==> config.mk <==
export PLATFORM = sky130hd
export DESIGN_NAME = uhped_port_detect
export DESIGN_NICKNAME = d
export VERILOG_FILES = /design/src/verilog/uhped_pkg.sv /design/src/verilog/uhped_port_detect.sv /design/src/verilog/uhped_run_timer.sv
export SDC_FILE = /design/constraint.sdc
export NUM_CORES = 1
export LEC_CHECK = 0
export BUFFER_PORTS_ARGS = -buffer_cell sky130_fd_sc_hd__buf_2
export CAP_MARGIN = 20
export CORE_UTILIZATION = 35
export CTS_CLUSTER_SIZE = 24
export DETAILED_ROUTE_END_ITERATION = 10
export PLACE_DENSITY = 0.61
export SLEW_MARGIN = 5
export SYNTH_ARGS = -nofsm -noshare
export SYNTH_HDL_FRONTEND = slang
export SYNTH_HIERARCHICAL = 1
export SYNTH_SLANG_ARGS = --single-unit
==> constraint.sdc <==
create_clock -name pclk -period 2.29 [get_ports pclk]
set_input_delay 0.458 -clock pclk [delete_from_list [all_inputs] [get_ports pclk]]
set_output_delay 0.458 -clock pclk [all_outputs]
set_load 0.01 [all_outputs]
==> src/verilog/uhped_pkg.sv <==
// Constants, codes and carrier types for the host port event detector
package uhped_pkg;

   // ----------------------------------------------------------------
   // Timing, given in ns or us and converted to pclk cycles, except the abort length given in cycles
   // ----------------------------------------------------------------
   localparam int CLK_MHZ        = 40;
   localparam int K_FILT_NS      = 2500;   // K must be held longer than this
   localparam int K_FILT_CYC     = (K_FILT_NS * CLK_MHZ) / 1000 + 1;
   localparam int CHIRP_MIN_US   = 1000;   // Least chirp length
   localparam int CHIRP_MIN_CYC  = CHIRP_MIN_US * CLK_MHZ;
   localparam int CHIRP_END_US   = 7000;   // Chirp must end before this after reset
   localparam int CHIRP_END_CYC  = CHIRP_END_US * CLK_MHZ;
   localparam int WAKE_HOLD_US   = 100;    // Detection off after entering suspend
   localparam int WAKE_HOLD_CYC  = WAKE_HOLD_US * CLK_MHZ;
   localparam int RESUME_US      = 20000;  // Length of driven resume K
   localparam int RESUME_CYC     = RESUME_US * CLK_MHZ;
   localparam int ABORT_CYC      = 6;      // Cycles taken by an abort
   localparam int TIMER_W        = 20;

   // ----------------------------------------------------------------
   // Register map and fields
   // ----------------------------------------------------------------
   localparam logic [7:0] REG_CTRL_A  = 8'h00;  // host_negotiation_control_a
   localparam logic [7:0] REG_CTRL_B  = 8'h04;  // host_negotiation_control_b
   localparam logic [7:0] REG_STATUS  = 8'h08;  // host_engine_status_a
   localparam logic [7:0] REG_XCVR    = 8'h0c;  // host_transceiver_control
   localparam int CMD_LSB       = 0;
   localparam int CMD_W         = 4;
   localparam int ABORT_BIT     = 7;
   localparam int STATE_LSB     = 8;
   localparam int MACRO_RST_BIT = 12;
   localparam int WAKE_EN_BIT   = 0;
   localparam int ST_WAKE_BIT   = 0;
   localparam int ST_GOOD_BIT   = 1;
   localparam int ST_FAIL_BIT   = 2;
   localparam int ST_FAULT_BIT  = 3;
   localparam int FLAG_W        = 4;

   // ----------------------------------------------------------------
   // Codes
   // ----------------------------------------------------------------
   typedef enum logic [3:0] {
      cmd_none         = 4'h0,
      cmd_go_idle      = 4'h1,
      cmd_disable_port = 4'h3,
      cmd_bus_reset    = 4'h4,
      cmd_operational  = 4'h5,
      cmd_suspend      = 4'h6,
      cmd_resume       = 4'h7
   } uhped_cmd_t;

   typedef enum logic [2:0] {
      st_idle        = 3'b000,
      st_disabled    = 3'b001,
      st_reset       = 3'b010,
      st_operational = 3'b011,
      st_suspend     = 3'b100,
      st_resume      = 3'b101
   } uhped_state_t;

   localparam logic [1:0] LINE_SE0       = 2'b00;
   localparam logic [1:0] LINE_K         = 2'b10;
   localparam logic [1:0] SPEED_HS       = 2'b00;
   localparam logic [1:0] SPEED_FS       = 2'b01;
   localparam logic [1:0] MODE_NORMAL    = 2'b00;
   localparam logic [1:0] undriven_mode  = 2'b01;
   localparam logic [1:0] MODE_POWERDOWN = 2'b10;

   // Transceiver and port drive settings, carried together
   typedef struct packed {
      logic       bus_power_enable;
      logic [1:0] transceiver_speed_select;
      logic       termination_select;       // 1: full-speed termination
      logic [1:0] transceiver_operating_mode;
      logic       drive_resume_k;
      logic       drive_reset_se0;
   } uhped_xcvr_t;

   localparam uhped_xcvr_t XCVR_RST = '{1'b0, SPEED_FS, 1'b1, undriven_mode, 1'b0, 1'b0};

   // Port drive settings that belong to each host state
   function automatic uhped_xcvr_t uhped_xcvr_of(input uhped_state_t st);
      uhped_xcvr_t x;
      x = XCVR_RST;
      unique case (st)
         st_idle:        x = XCVR_RST;
         st_disabled:    x = '{1'b1, SPEED_FS, 1'b1, MODE_POWERDOWN, 1'b0, 1'b0};
         st_reset:       x = '{1'b1, SPEED_HS, 1'b0, MODE_NORMAL, 1'b0, 1'b1};
         st_operational: x = '{1'b1, SPEED_FS, 1'b1, MODE_NORMAL, 1'b0, 1'b0};
         st_suspend:     x = '{1'b1, SPEED_FS, 1'b1, MODE_POWERDOWN, 1'b0, 1'b0};
         st_resume:      x = '{1'b1, SPEED_FS, 1'b1, MODE_NORMAL, 1'b1, 1'b0};
         default:        x = XCVR_RST;
      endcase
      return x;
   endfunction

endpackage

==> src/verilog/uhped_port_detect.sv <==
// USB host downstream port event detector with APB register access
//
// The register offsets and the APB slave port were chosen for this implementation.
`timescale 1ns/10ps
module uhped_port_detect
   import uhped_pkg::*;
#(
   parameter int CHIRP_MIN = CHIRP_MIN_CYC,
   parameter int CHIRP_END = CHIRP_END_CYC,
   parameter int WAKE_HOLD = WAKE_HOLD_CYC,
   parameter int RESUME    = RESUME_CYC
) (
   // Clock and reset
   input  wire logic        pclk,
   input  wire logic        presetn,
   // APB slave
   input  wire logic        psel,
   input  wire logic        penable,
   input  wire logic        pwrite,
   input  wire logic [7:0]  paddr,
   input  wire logic [31:0] pwdata,
   output logic [31:0]      prdata,
   output logic             pready,
   output logic             pslverr,
   // Transceiver line and frame engine
   input  wire logic [1:0]  line_condition,
   input  wire logic        frame_boundary,
   input  wire logic        rx_eop_pending,
   // Port drive and transaction control
   output uhped_xcvr_t      xcvr,
   output logic             transceiver_macro_reset,
   output logic             transaction_enable
);

   // ----------------------------------------------------------------
   // Elaboration checks
   // ----------------------------------------------------------------
   localparam int MAX_CNT = (1 << TIMER_W) - 1;
   if (CHIRP_END > MAX_CNT || RESUME > MAX_CNT || WAKE_HOLD > MAX_CNT ||
       CHIRP_MIN > MAX_CNT || CHIRP_MIN < 1 || WAKE_HOLD < 1 || RESUME < 1 ||
       CHIRP_MIN >= CHIRP_END) begin : g_chk
      $error("uhped_port_detect: timing parameter out of counter range");
   end

   localparam logic [TIMER_W-1:0] K_LIM    = TIMER_W'(K_FILT_CYC);
   localparam logic [TIMER_W-1:0] MIN_LIM  = TIMER_W'(CHIRP_MIN);
   localparam logic [TIMER_W-1:0] END_LIM  = TIMER_W'(CHIRP_END);
   localparam logic [TIMER_W-1:0] HOLD_LIM = TIMER_W'(WAKE_HOLD);
   localparam logic [TIMER_W-1:0] RES_LIM  = TIMER_W'(RESUME);
   localparam logic [2:0]         ABT_LAST = 3'(ABORT_CYC - 1);

   // ----------------------------------------------------------------
   // Declarations
   // ----------------------------------------------------------------
   uhped_state_t         state;
   uhped_state_t         next_state;
   logic [TIMER_W-1:0]   k_count;
   logic [TIMER_W-1:0]   last_k;
   logic [TIMER_W-1:0]   state_time;
   logic                 wakeup_accept_enable;
   logic                 wake_det_en;
   logic                 chirp_armed;
   logic                 chirp_seen;
   logic                 fault_halt;
   logic                 abort_busy;
   logic [2:0]           abort_cnt;
   logic [FLAG_W-1:0]    flags;
   logic [FLAG_W-1:0]    flag_set;
   logic                 wr_en;
   logic                 wr_ctrl_a;
   logic                 cmd_take;
   logic                 abort_take;
   logic [CMD_W-1:0]     cmd_code;
   logic                 line_k;
   logic                 chirp_ok;
   logic                 chirp_ng;

   assign line_k = (line_condition == LINE_K);

   // ----------------------------------------------------------------
   // APB decode; zero wait states
   // ----------------------------------------------------------------
   assign pready     = 1'b1;
   assign wr_en      = psel && penable && pwrite;
   assign wr_ctrl_a  = wr_en && (paddr == REG_CTRL_A);
   assign cmd_code   = pwdata[CMD_LSB +: CMD_W];
   // An abort write carries the cancel bit and a zero command
   assign abort_take = wr_ctrl_a && pwdata[ABORT_BIT] && (cmd_code == cmd_none);
   // Commands are ignored while an abort is still running
   assign cmd_take   = wr_ctrl_a && !pwdata[ABORT_BIT] && (cmd_code != cmd_none) && !abort_busy;

   // Unmapped addresses answer with an error and read as zero
   always_comb begin
      pslverr = 1'b0;
      if (psel && penable) begin
         pslverr = !(paddr == REG_CTRL_A || paddr == REG_CTRL_B ||
                     paddr == REG_STATUS || paddr == REG_XCVR);
      end
   end

   // Read data is held in a flop and loaded in the setup cycle
   always_ff @(posedge pclk or negedge presetn) begin
      if (!presetn) begin
         prdata <= '0;
      end else if (psel && !penable) begin
         prdata <= '0;
         unique case (paddr)
            REG_CTRL_A: begin
               prdata[ABORT_BIT]                <= abort_busy;
               prdata[STATE_LSB +: 3]           <= state;
               prdata[MACRO_RST_BIT]            <= transceiver_macro_reset;
            end
            REG_CTRL_B: prdata[WAKE_EN_BIT]     <= wakeup_accept_enable;
            REG_STATUS: prdata[FLAG_W-1:0]      <= flags;
            REG_XCVR:   prdata[$bits(uhped_xcvr_t)-1:0] <= xcvr;
            default:    prdata <= '0;
         endcase
      end
   end

   // Software-owned control bits
   always_ff @(posedge pclk or negedge presetn) begin
      if (!presetn) begin
         wakeup_accept_enable    <= 1'b0;
         transceiver_macro_reset <= 1'b0;
      end else begin
         if (wr_en && paddr == REG_CTRL_B) begin
            wakeup_accept_enable <= pwdata[WAKE_EN_BIT];
         end
         // Firmware keeps this high for at least three cycles
         if (wr_ctrl_a) begin
            transceiver_macro_reset <= pwdata[MACRO_RST_BIT];
         end
      end
   end

   // ----------------------------------------------------------------
   // Abort sequence: cancel bit self-clears after a fixed count
   // ----------------------------------------------------------------
   always_ff @(posedge pclk or negedge presetn) begin
      if (!presetn) begin
         abort_busy <= 1'b0;
         abort_cnt  <= '0;
      end else if (abort_take && !abort_busy) begin
         abort_busy <= 1'b1;
         abort_cnt  <= '0;
      end else if (abort_busy) begin
         abort_cnt <= abort_cnt + 1'b1;
         if (abort_cnt == ABT_LAST) begin
            abort_busy <= 1'b0;
         end
      end
   end

   // ----------------------------------------------------------------
   // Host state
   // ----------------------------------------------------------------
   always_comb begin
      next_state = state;
      if (cmd_take) begin
         unique case (cmd_code)
            cmd_go_idle:      next_state = st_idle;
            cmd_disable_port: next_state = st_disabled;
            cmd_bus_reset:    next_state = st_reset;
            cmd_operational:  next_state = st_operational;
            cmd_suspend:      next_state = st_suspend;
            cmd_resume:       next_state = st_resume;
            default:          next_state = state;
         endcase
      end else if (state == st_resume && state_time >= RES_LIM) begin
         next_state = st_operational;
      end
   end

   // Port drive follows the state at the same edge, so idle acts at once
   always_ff @(posedge pclk or negedge presetn) begin
      if (!presetn) begin
         state <= st_idle;
         xcvr  <= XCVR_RST;
      end else begin
         state <= next_state;
         xcvr  <= uhped_xcvr_of(next_state);
      end
   end

   // ----------------------------------------------------------------
   // Duration counters, all in pclk cycles
   // ----------------------------------------------------------------
   // Counts continuous K on the sampled line, at any port speed
   uhped_run_timer #(.W(TIMER_W)) u_k_timer (
      .pclk    (pclk),
      .presetn (presetn),
      .clear   (!line_k),
      .count   (k_count)
   );

   // Counts time since the last accepted command; not restarted when resume passes to operational
   uhped_run_timer #(.W(TIMER_W)) u_state_timer (
      .pclk    (pclk),
      .presetn (presetn),
      .clear   (cmd_take),
      .count   (state_time)
   );

   // Keeps the length of the latest K run for the chirp-end check
   always_ff @(posedge pclk or negedge presetn) begin
      if (!presetn) begin
         last_k <= '0;
      end else if (line_k) begin
         last_k <= k_count;
      end
   end

   // ----------------------------------------------------------------
   // Remote wakeup detection
   // ----------------------------------------------------------------
   // Disabled on entry to suspend, re-enabled after the hold if allowed
   always_ff @(posedge pclk or negedge presetn) begin
      if (!presetn) begin
         wake_det_en <= 1'b0;
      end else if (next_state != st_suspend || cmd_take || abort_busy) begin
         wake_det_en <= 1'b0;
      end else if (state_time >= HOLD_LIM) begin
         wake_det_en <= wakeup_accept_enable;
      end
   end

   // ----------------------------------------------------------------
   // Device chirp detection
   // ----------------------------------------------------------------
   // Passes once the K run ends in SE0 inside the window
   assign chirp_ok = chirp_armed && chirp_seen && (line_condition == LINE_SE0) &&
                     (last_k >= MIN_LIM) && (state_time < END_LIM);
   // Fails when the window closes with the chirp still going
   assign chirp_ng = chirp_armed && chirp_seen && !chirp_ok && (state_time >= END_LIM);

   always_ff @(posedge pclk or negedge presetn) begin
      if (!presetn) begin
         chirp_armed <= 1'b0;
         chirp_seen  <= 1'b0;
      end else if (cmd_take) begin
         chirp_armed <= (next_state == st_reset);
         chirp_seen  <= 1'b0;
      end else if (abort_busy || state != st_reset || chirp_ok || chirp_ng) begin
         chirp_armed <= 1'b0;
         chirp_seen  <= 1'b0;
      end else if (chirp_armed) begin
         if (k_count == K_LIM) begin
            chirp_seen <= 1'b1;
         end else if (line_condition == LINE_SE0) begin
            chirp_seen <= 1'b0;
         end
      end
   end

   // ----------------------------------------------------------------
   // Port error detection and transaction gating
   // ----------------------------------------------------------------
   // The halt stays until firmware issues a fresh state command
   always_ff @(posedge pclk or negedge presetn) begin
      if (!presetn) begin
         fault_halt <= 1'b0;
      end else if (cmd_take) begin
         fault_halt <= 1'b0;
      end else if (flag_set[ST_FAULT_BIT]) begin
         fault_halt <= 1'b1;
      end
   end

   // Registered so the halt shows at the same edge as the fault flag
   always_ff @(posedge pclk or negedge presetn) begin
      if (!presetn) begin
         transaction_enable <= 1'b0;
      end else begin
         transaction_enable <= (next_state == st_operational) && !cmd_take && !abort_busy &&
                               !fault_halt && !flag_set[ST_FAULT_BIT];
      end
   end

   // ----------------------------------------------------------------
   // Status flags: set wins over a write-one clear
   // ----------------------------------------------------------------
   always_comb begin
      flag_set               = '0;
      flag_set[ST_WAKE_BIT]  = wake_det_en && (k_count == K_LIM);
      flag_set[ST_GOOD_BIT]  = chirp_ok;
      flag_set[ST_FAIL_BIT]  = chirp_ng;
      flag_set[ST_FAULT_BIT] = (state == st_operational) && !fault_halt &&
                               frame_boundary && rx_eop_pending;
   end

   always_ff @(posedge pclk or negedge presetn) begin
      if (!presetn) begin
         flags <= '0;
      end else if (wr_en && paddr == REG_STATUS) begin
         flags <= (flags & ~pwdata[FLAG_W-1:0]) | flag_set;
      end else begin
         flags <= flags | flag_set;
      end
   end
endmodule

==> src/verilog/uhped_run_timer.sv <==
// Saturating cycle counter that restarts on a clear
`timescale 1ns/10ps
module uhped_run_timer #(
   parameter int W = 20
) (
   // Clock and reset
   input  wire logic         pclk,
   input  wire logic         presetn,
   // Control
   input  wire logic         clear,
   // Count of cycles since the last clear
   output logic [W-1:0]      count
);

   // Saturates instead of wrapping so a long wait never looks short
   always_ff @(posedge pclk or negedge presetn) begin
      if (!presetn) begin
         count <= '0;
      end else if (clear) begin
         count <= '0;
      end else if (count != {W{1'b1}}) begin
         count <= count + 1'b1;
      end
   end

endmodule

======== Word level (Yosys, flattened, before mapping) ========
Cells that the tools add are included.
storage, ports and cells
  register bits after elaboration ......... 98
  input port bits ......................... 49
  output and inout port bits .............. 44
operators by class
  $add $sub $neg .......................... 3
  $lt $le $gt $ge ......................... 5
  equal/unequal tests ..................... 24
  multiplexer cells ....................... 32
  bitwise gates (word level) .............. 4
  reduce and logical (&&, ||, !) cells .... 56
operator list
  kind                                                                 number
  two-way mux 20 bit                                                   4
  adder 20 x 1 -> 20 bit, second input constant                        2
  inequality test 20 bit, second input constant                        2
  one-hot mux 8 bit (4 select lines)                                   1
  logical AND 1 bit                                                    27
  equality test 20 x 7 -> 1 bit, second input constant                 1
  greater-or-equal comparator 20 x 12 -> 1 bit, second input constant  1
  greater-or-equal comparator 20 x 16 -> 1 bit, second input constant  1
  greater-or-equal comparator 20 x 19 -> 1 bit, second input constant  1
  greater-or-equal comparator 20 bit, second input constant            1
  < comparator 20 x 19 -> 1 bit, second input constant                 1
  two-way mux 3 bit                                                    6
  one-hot mux 3 bit (6 select lines)                                   1
  equality test 4 x 3 -> 1 bit, second input constant                  4
  equality test 8 x 4 -> 1 bit, second input constant                  2
  two-way mux 1 bit                                                    16
  equality test 3 bit, second input constant                           4
  nonzero test 2 bit                                                   5
  equality test 3 x 2 -> 1 bit, second input constant                  3
  equality test 8 x 3 -> 1 bit, second input constant                  1
  zero test 1 bit                                                      8
  zero test 8 bit                                                      1
  logical OR 1 bit                                                     8
  OR 4 bit                                                             2
  other kinds (20)                                                     21

======== Logic depth before layout (Yosys ltp) ========
  word-level depth ........................ 12
  gate-level depth with buffers ........... 7

======== Modules after synthesis ========
Netlist, hierarchy kept.
by module, submodules not included
  module             times used  cells each  area an instance (um2)  sequential area each (um2)
  uhped_port_detect  1           253         2591.2                  1203.7
  uhped_run_timer    2           128         1159.9                  500.5

======== Worst setup path after synthesis ========
OpenSTA, ideal clock, no wires.
  path type ............................... input port to flip-flop
  start point ............................. in paddr[7]
  end point ............................... reg u_state_timer.count[0]
  data arrival time ....................... 1.969 ns
  required time ........................... 2.154 ns
  setup slack ............................. 0.185 ns
  stages .................................. 6
  cells stage by stage .................... nor4_2 > nand3_1 > nor3_1 > clkbuf_1 > clkbuf_1 > nor3_1
on the way
  cells in the longest elaborated chain, start to end .. 6
  elaborated cells on any way between the ends .. 7
ends and longest elaborated chain
  item                                                             RTL line                 RTL
  start, declared                                                  uhped_port_detect.sv:20  input wire logic [7:0] paddr,
  zero test 8 bit *                                                uhped_port_detect.sv:85  assign wr_ctrl_a = wr_en && (paddr == REG_CTRL_A);
  logical AND 1 bit *                                              uhped_port_detect.sv:85
  logical AND 1 bit * (3 in a row)                                 uhped_port_detect.sv:90  assign cmd_take = wr_ctrl_a && !pwdata[ABORT_BIT] && (cmd_code != cmd_none) && !abort_busy;
  net cmd_take                                                     uhped_port_detect.sv:71  logic cmd_take;
  two-way mux 20 bit / nonzero test 2 bit (equally long branches)  --
  end signal, assigned                                             uhped_run_timer.sv:22    count <= count + 1'b1;
  end, declared                                                    uhped_run_timer.sv:12    output logic [W-1:0] count
The timed path passes the listed nets; every way through them passes the cells marked *.
A chain may end at the register's enable or synchronous reset.

======== Final worst setup path ========
  start point ............................. in paddr[7]
  end point ............................... out pslverr
on the way
  cells in the longest elaborated chain, start to end .. 6
  elaborated cells on any way between the ends .. 9
ends and longest elaborated chain
  item                                                                    RTL line                 RTL
  equality test 8 x 3 -> 1 bit / zero test 8 bit (equally long branches)  uhped_port_detect.sv:96  pslverr = !(paddr == REG_CTRL_A || paddr == REG_CTRL_B ||
  logical OR 1 bit (2 in a row)                                           uhped_port_detect.sv:96
  logical OR 1 bit *                                                      uhped_port_detect.sv:97  paddr == REG_STATUS || paddr == REG_XCVR);
  zero test 1 bit *                                                       uhped_port_detect.sv:96
  two-way mux 1 bit *                                                     uhped_port_detect.sv:95  if (psel && penable) begin
  end, declared                                                           uhped_port_detect.sv:24  output logic pslverr,
Every way passes the cells marked *; elsewhere a longest branch is shown, timed or not.

==> out/metrics.yaml <==
setup_path:
  worst_path_fanout_max: 4
  arrival_ps: 1600
  required_ps: 1830
  worst_setup_path_end_kind: "primary output"
  regToRegSetupSlack_ps: 250
  worst_setup_path_endpoint: "pslverr"
  timing.reg2reg.worst_path_depth: 7
  critical_path.startpoint: "paddr[7]"
  path_class: "in -> out"
  timing.critical_path.from_type: "primary input"
  rr_startpoint: "abort_busy"
  regToRegEndpoint: "xcvr[7]"
global_route:
  via_count_of_the_first_global_routing_pass: 4016
  grt_start_max_net_pins: 40
  global_route_wire_length_before_repair_mm: 19.6
  grt_overflow: 0
  number_of_antenna_violations_at_the_first_check_in_global_routing: 0
  grtUsageTotal: 0.170
power_and_ir_drop:
  p_sw_uw: 909
  cellLeakagePower_uw: 0.00252
  power.clock.fraction: 0.463
  seq_power_share: 0.464
  power_density_of_the_placed_cells_nw_per_um2: 637
  power_frac_comb: 0.073
  power.switching_fraction: 0.245
  vdd_ir_drop_max_uv: 431
  internal_portion_of_total_power_uw: 2800
logic_synthesis:
  ys_dominant_reg_cell: "sky130_fd_sc_hd__dfrtp_1"
  proportion_of_synthesized_chip_area_in_sequential_cells: 0.449
  post_synth_inst_count: 509
  avgSynthCellArea_um2: 9.65
  post_synth_edffs: 0
  synth_cell_type_count: 68
  synth_area_um2: 4910
  synth_seq_cells: 88
  fraction_of_registers_with_async_set_reset: 1.00
  synth-warning-count: 6
clock_tree:
  post-cts-setup-buffers: 0
  cts-root-buf: "sky130_fd_sc_hd__clkbuf_16"
  cts-htree-levels: 3
  cts_buffers: 9
  clk_latency_ps: 350
  post_cts_resized: 0
  clkTransAtPathRegs_ps: 60
  tritoncts: "built"
  clkSinkCount: 88
  cts.path.max_buffers: 2
  post_cts_hold_buffer_count: 0
sta:
  timing_worst_slew_pin_value_ps: 508
  min_period_over_period: 0.897
  fmax_mhz: 487
  timing.final.crit_period_ps: 2050
  timing.final.hold_violations: 0
  slew_headroom: 0.658
  tns_ps: 0
  unrepaired_setup_endpoints_after_global_routing: "false"
  clock_skew_ps: 8.45
  setup_viol: 0
  final-max-slew-violation-count: 0
route:
  detailedRoute.firstPassIterationCount: 5
  route.detailed.drc: 0
  wire_per_inst_um: 15.4
  antenna_violating_nets_post_route: 0
  route.detailed.vias_per_inst: 5.55
  routed-via-count: 4245
  drtIter0Drc: 373
  totalWireLength_mm: 11.8
floorplan:
  initial_core_util: 0.365
  rows: 42
  floorplan.die.width_um: 120
  placeableCoreArea_um2: 13500
  io_pins: 93
  die_height_um: 120
  die-area_um2: 14500
final_layout:
  diodes: 0
  final-seq-area_um2: 2200
  multi_input_gate_area_um2: 2500
  fin_area_um2: 5830
  post_route_cells_drive_above_1_share: 0.239
  areaGrowthSynthToFinish_pct: 18.7
  nets: 637
  fill_cells: 1303
placed_design:
  i_o_buffers: 43
  post_place_cell_area_um2: 5480
  dpl.hpwl_mm: 8.76
  gp_routability_congestion: 0.887
min_path:
  hold_class: "in -> async"
status:
  outcome: "completed"
run:
  cap_violations: 0
==> cell usage in the layout, fill, tap and decap left out, types with 13 or more instances in the layout <==
master / count
sky130_fd_sc_hd__and3_1: 13
sky130_fd_sc_hd__conb_1: 23
sky130_fd_sc_hd__buf_2: 42
sky130_fd_sc_hd__inv_1: 13
sky130_fd_sc_hd__o21ai_0: 18
sky130_fd_sc_hd__nand2_1: 43
sky130_fd_sc_hd__nor3_1: 27
sky130_fd_sc_hd__buf_4: 35
sky130_fd_sc_hd__nand4_1: 14
sky130_fd_sc_hd__mux2_2: 18
sky130_fd_sc_hd__nand3_1: 31
sky130_fd_sc_hd__a21oi_1: 30
sky130_fd_sc_hd__dfrtp_1: 86
sky130_fd_sc_hd__nor2_1: 25
==> power by group through the flow <==
stage	clock network (uW)	registers (uW)	logic, uW
after floorplan	0	1710	209
after global placement	0	1740	266
after detailed placement	0	1750	274
after CTS	1770	1720	275
after global routing	1830	1730	303
final	1720	1720	272
==> per-layer routing <==
layer	global-route usage	part of all wire	vias up
met5	0	0	-
met3	0.0250	0.048	13
li1	-	-	2028
met1	0.236	0.48	2071
met2	0.263	0.45	133
met4	0.0694	0.016	0
==> worst max-delay path, cell delays in order <==
cell,delay [ps]
sky130_fd_sc_hd__buf_2,110
sky130_fd_sc_hd__nor4_2,340
sky130_fd_sc_hd__buf_4,170
sky130_fd_sc_hd__nand2_1,60
sky130_fd_sc_hd__buf_4,150
sky130_fd_sc_hd__and3_1,160
sky130_fd_sc_hd__buf_2,130
==> how the worst min path moves through the flow <==
| stage | end | slack, ps |
|---|---|---|
| 6_report | u_k_timer/count[4] | 30 |
| 5_1_grt | u_k_timer/count[5] | 40 |
| 3_5_place_dp | u_k_timer/count[4] | 400 |
| 3_3_place_gp | u_k_timer/count[3] | 390 |
| 4_1_cts | u_k_timer/count[4] | 20 |
| 2_1_floorplan | abort_busy | 160 |
==> synthesized netlist by cell type, drive strengths merged (3+ instances only) <==
library cell | count | area [um2]
nor2b | 10 | 62.6
mux2i | 3 | 30.0
nand2 | 43 | 161
clkbuf | 7 | 26.3
nand4 | 16 | 130
a31oi | 11 | 68.8
nor2 | 27 | 106
nor4 | 18 | 159
a22oi | 3 | 22.5
a21oi | 31 | 166
a311oi | 6 | 52.6
or4 | 5 | 48.8
inv | 15 | 58.8
or2 | 5 | 31.3
nand2b | 5 | 38.8
o21bai | 3 | 22.5
or3 | 11 | 68.8
dfrtp | 86 | 2150
mux2 | 18 | 203
o21ai | 18 | 90.1
a22o | 6 | 52.6
a211oi | 7 | 52.6
o41ai | 4 | 35.0
and3 | 13 | 81.3
nor3 | 28 | 140
a211o | 4 | 35.0
or4b | 4 | 43.8
o21a | 3 | 22.5
buf | 28 | 201
ha | 4 | 50.1
a21boi | 3 | 22.5
o31ai | 3 | 22.5
nand3 | 33 | 175
==> stage by stage <==
stage                     total power, uW  hold WS [ps]  setup WS [ps]  utilization  std cells
after CTS                            3770          23.0            242        0.433        765
after detailed placement             2020           401          -64.7        0.407        749
after floorplan                      1920           162            185            -        530
after global placement               2010           393           14.9        0.407        749
final                                3710          26.0            236        0.433        765
after global routing                 3870          41.1            131        0.433        765
==> layout make-up <==
class / count / share of cell area
Multi-Input combinational cell: 392 / 0.429
Clock buffer: 9 / 0.0386
Sequential cell: 88 / 0.378
Timing Repair Buffer: 78 / 0.0846
Tap cell: 176 / 0.0378
Clock inverter: 7 / 0.0212
Inverter: 15 / 0.0101
==> cells by family after synthesis <==
group | count (synthesis) | synth area share
and+or+nand+nor | 229 | 0.274
other | 2 | 0.00153
muxes | 21 | 0.0474
DFF | 88 | 0.449
xor gates and xnor gates | 2 | 0.00357
buffers and inverters | 50 | 0.0583
AOI/OAI and AO/OA | 113 | 0.156
adders and majority gates | 4 | 0.0102
==> state kept, by name, indices dropped and copies added (netlist names), 3 cells and up <==
| register | count |
|---|---|
| u_k_timer/count | 20 |
| u_state_timer/count | 20 |
| last_k | 14 |
| prdata | 10 |
| xcvr | 6 |
| flags | 4 |
| abort_cnt | 3 |
| state | 3 |
No activity file was read; power rests on OpenSTA's default activity.
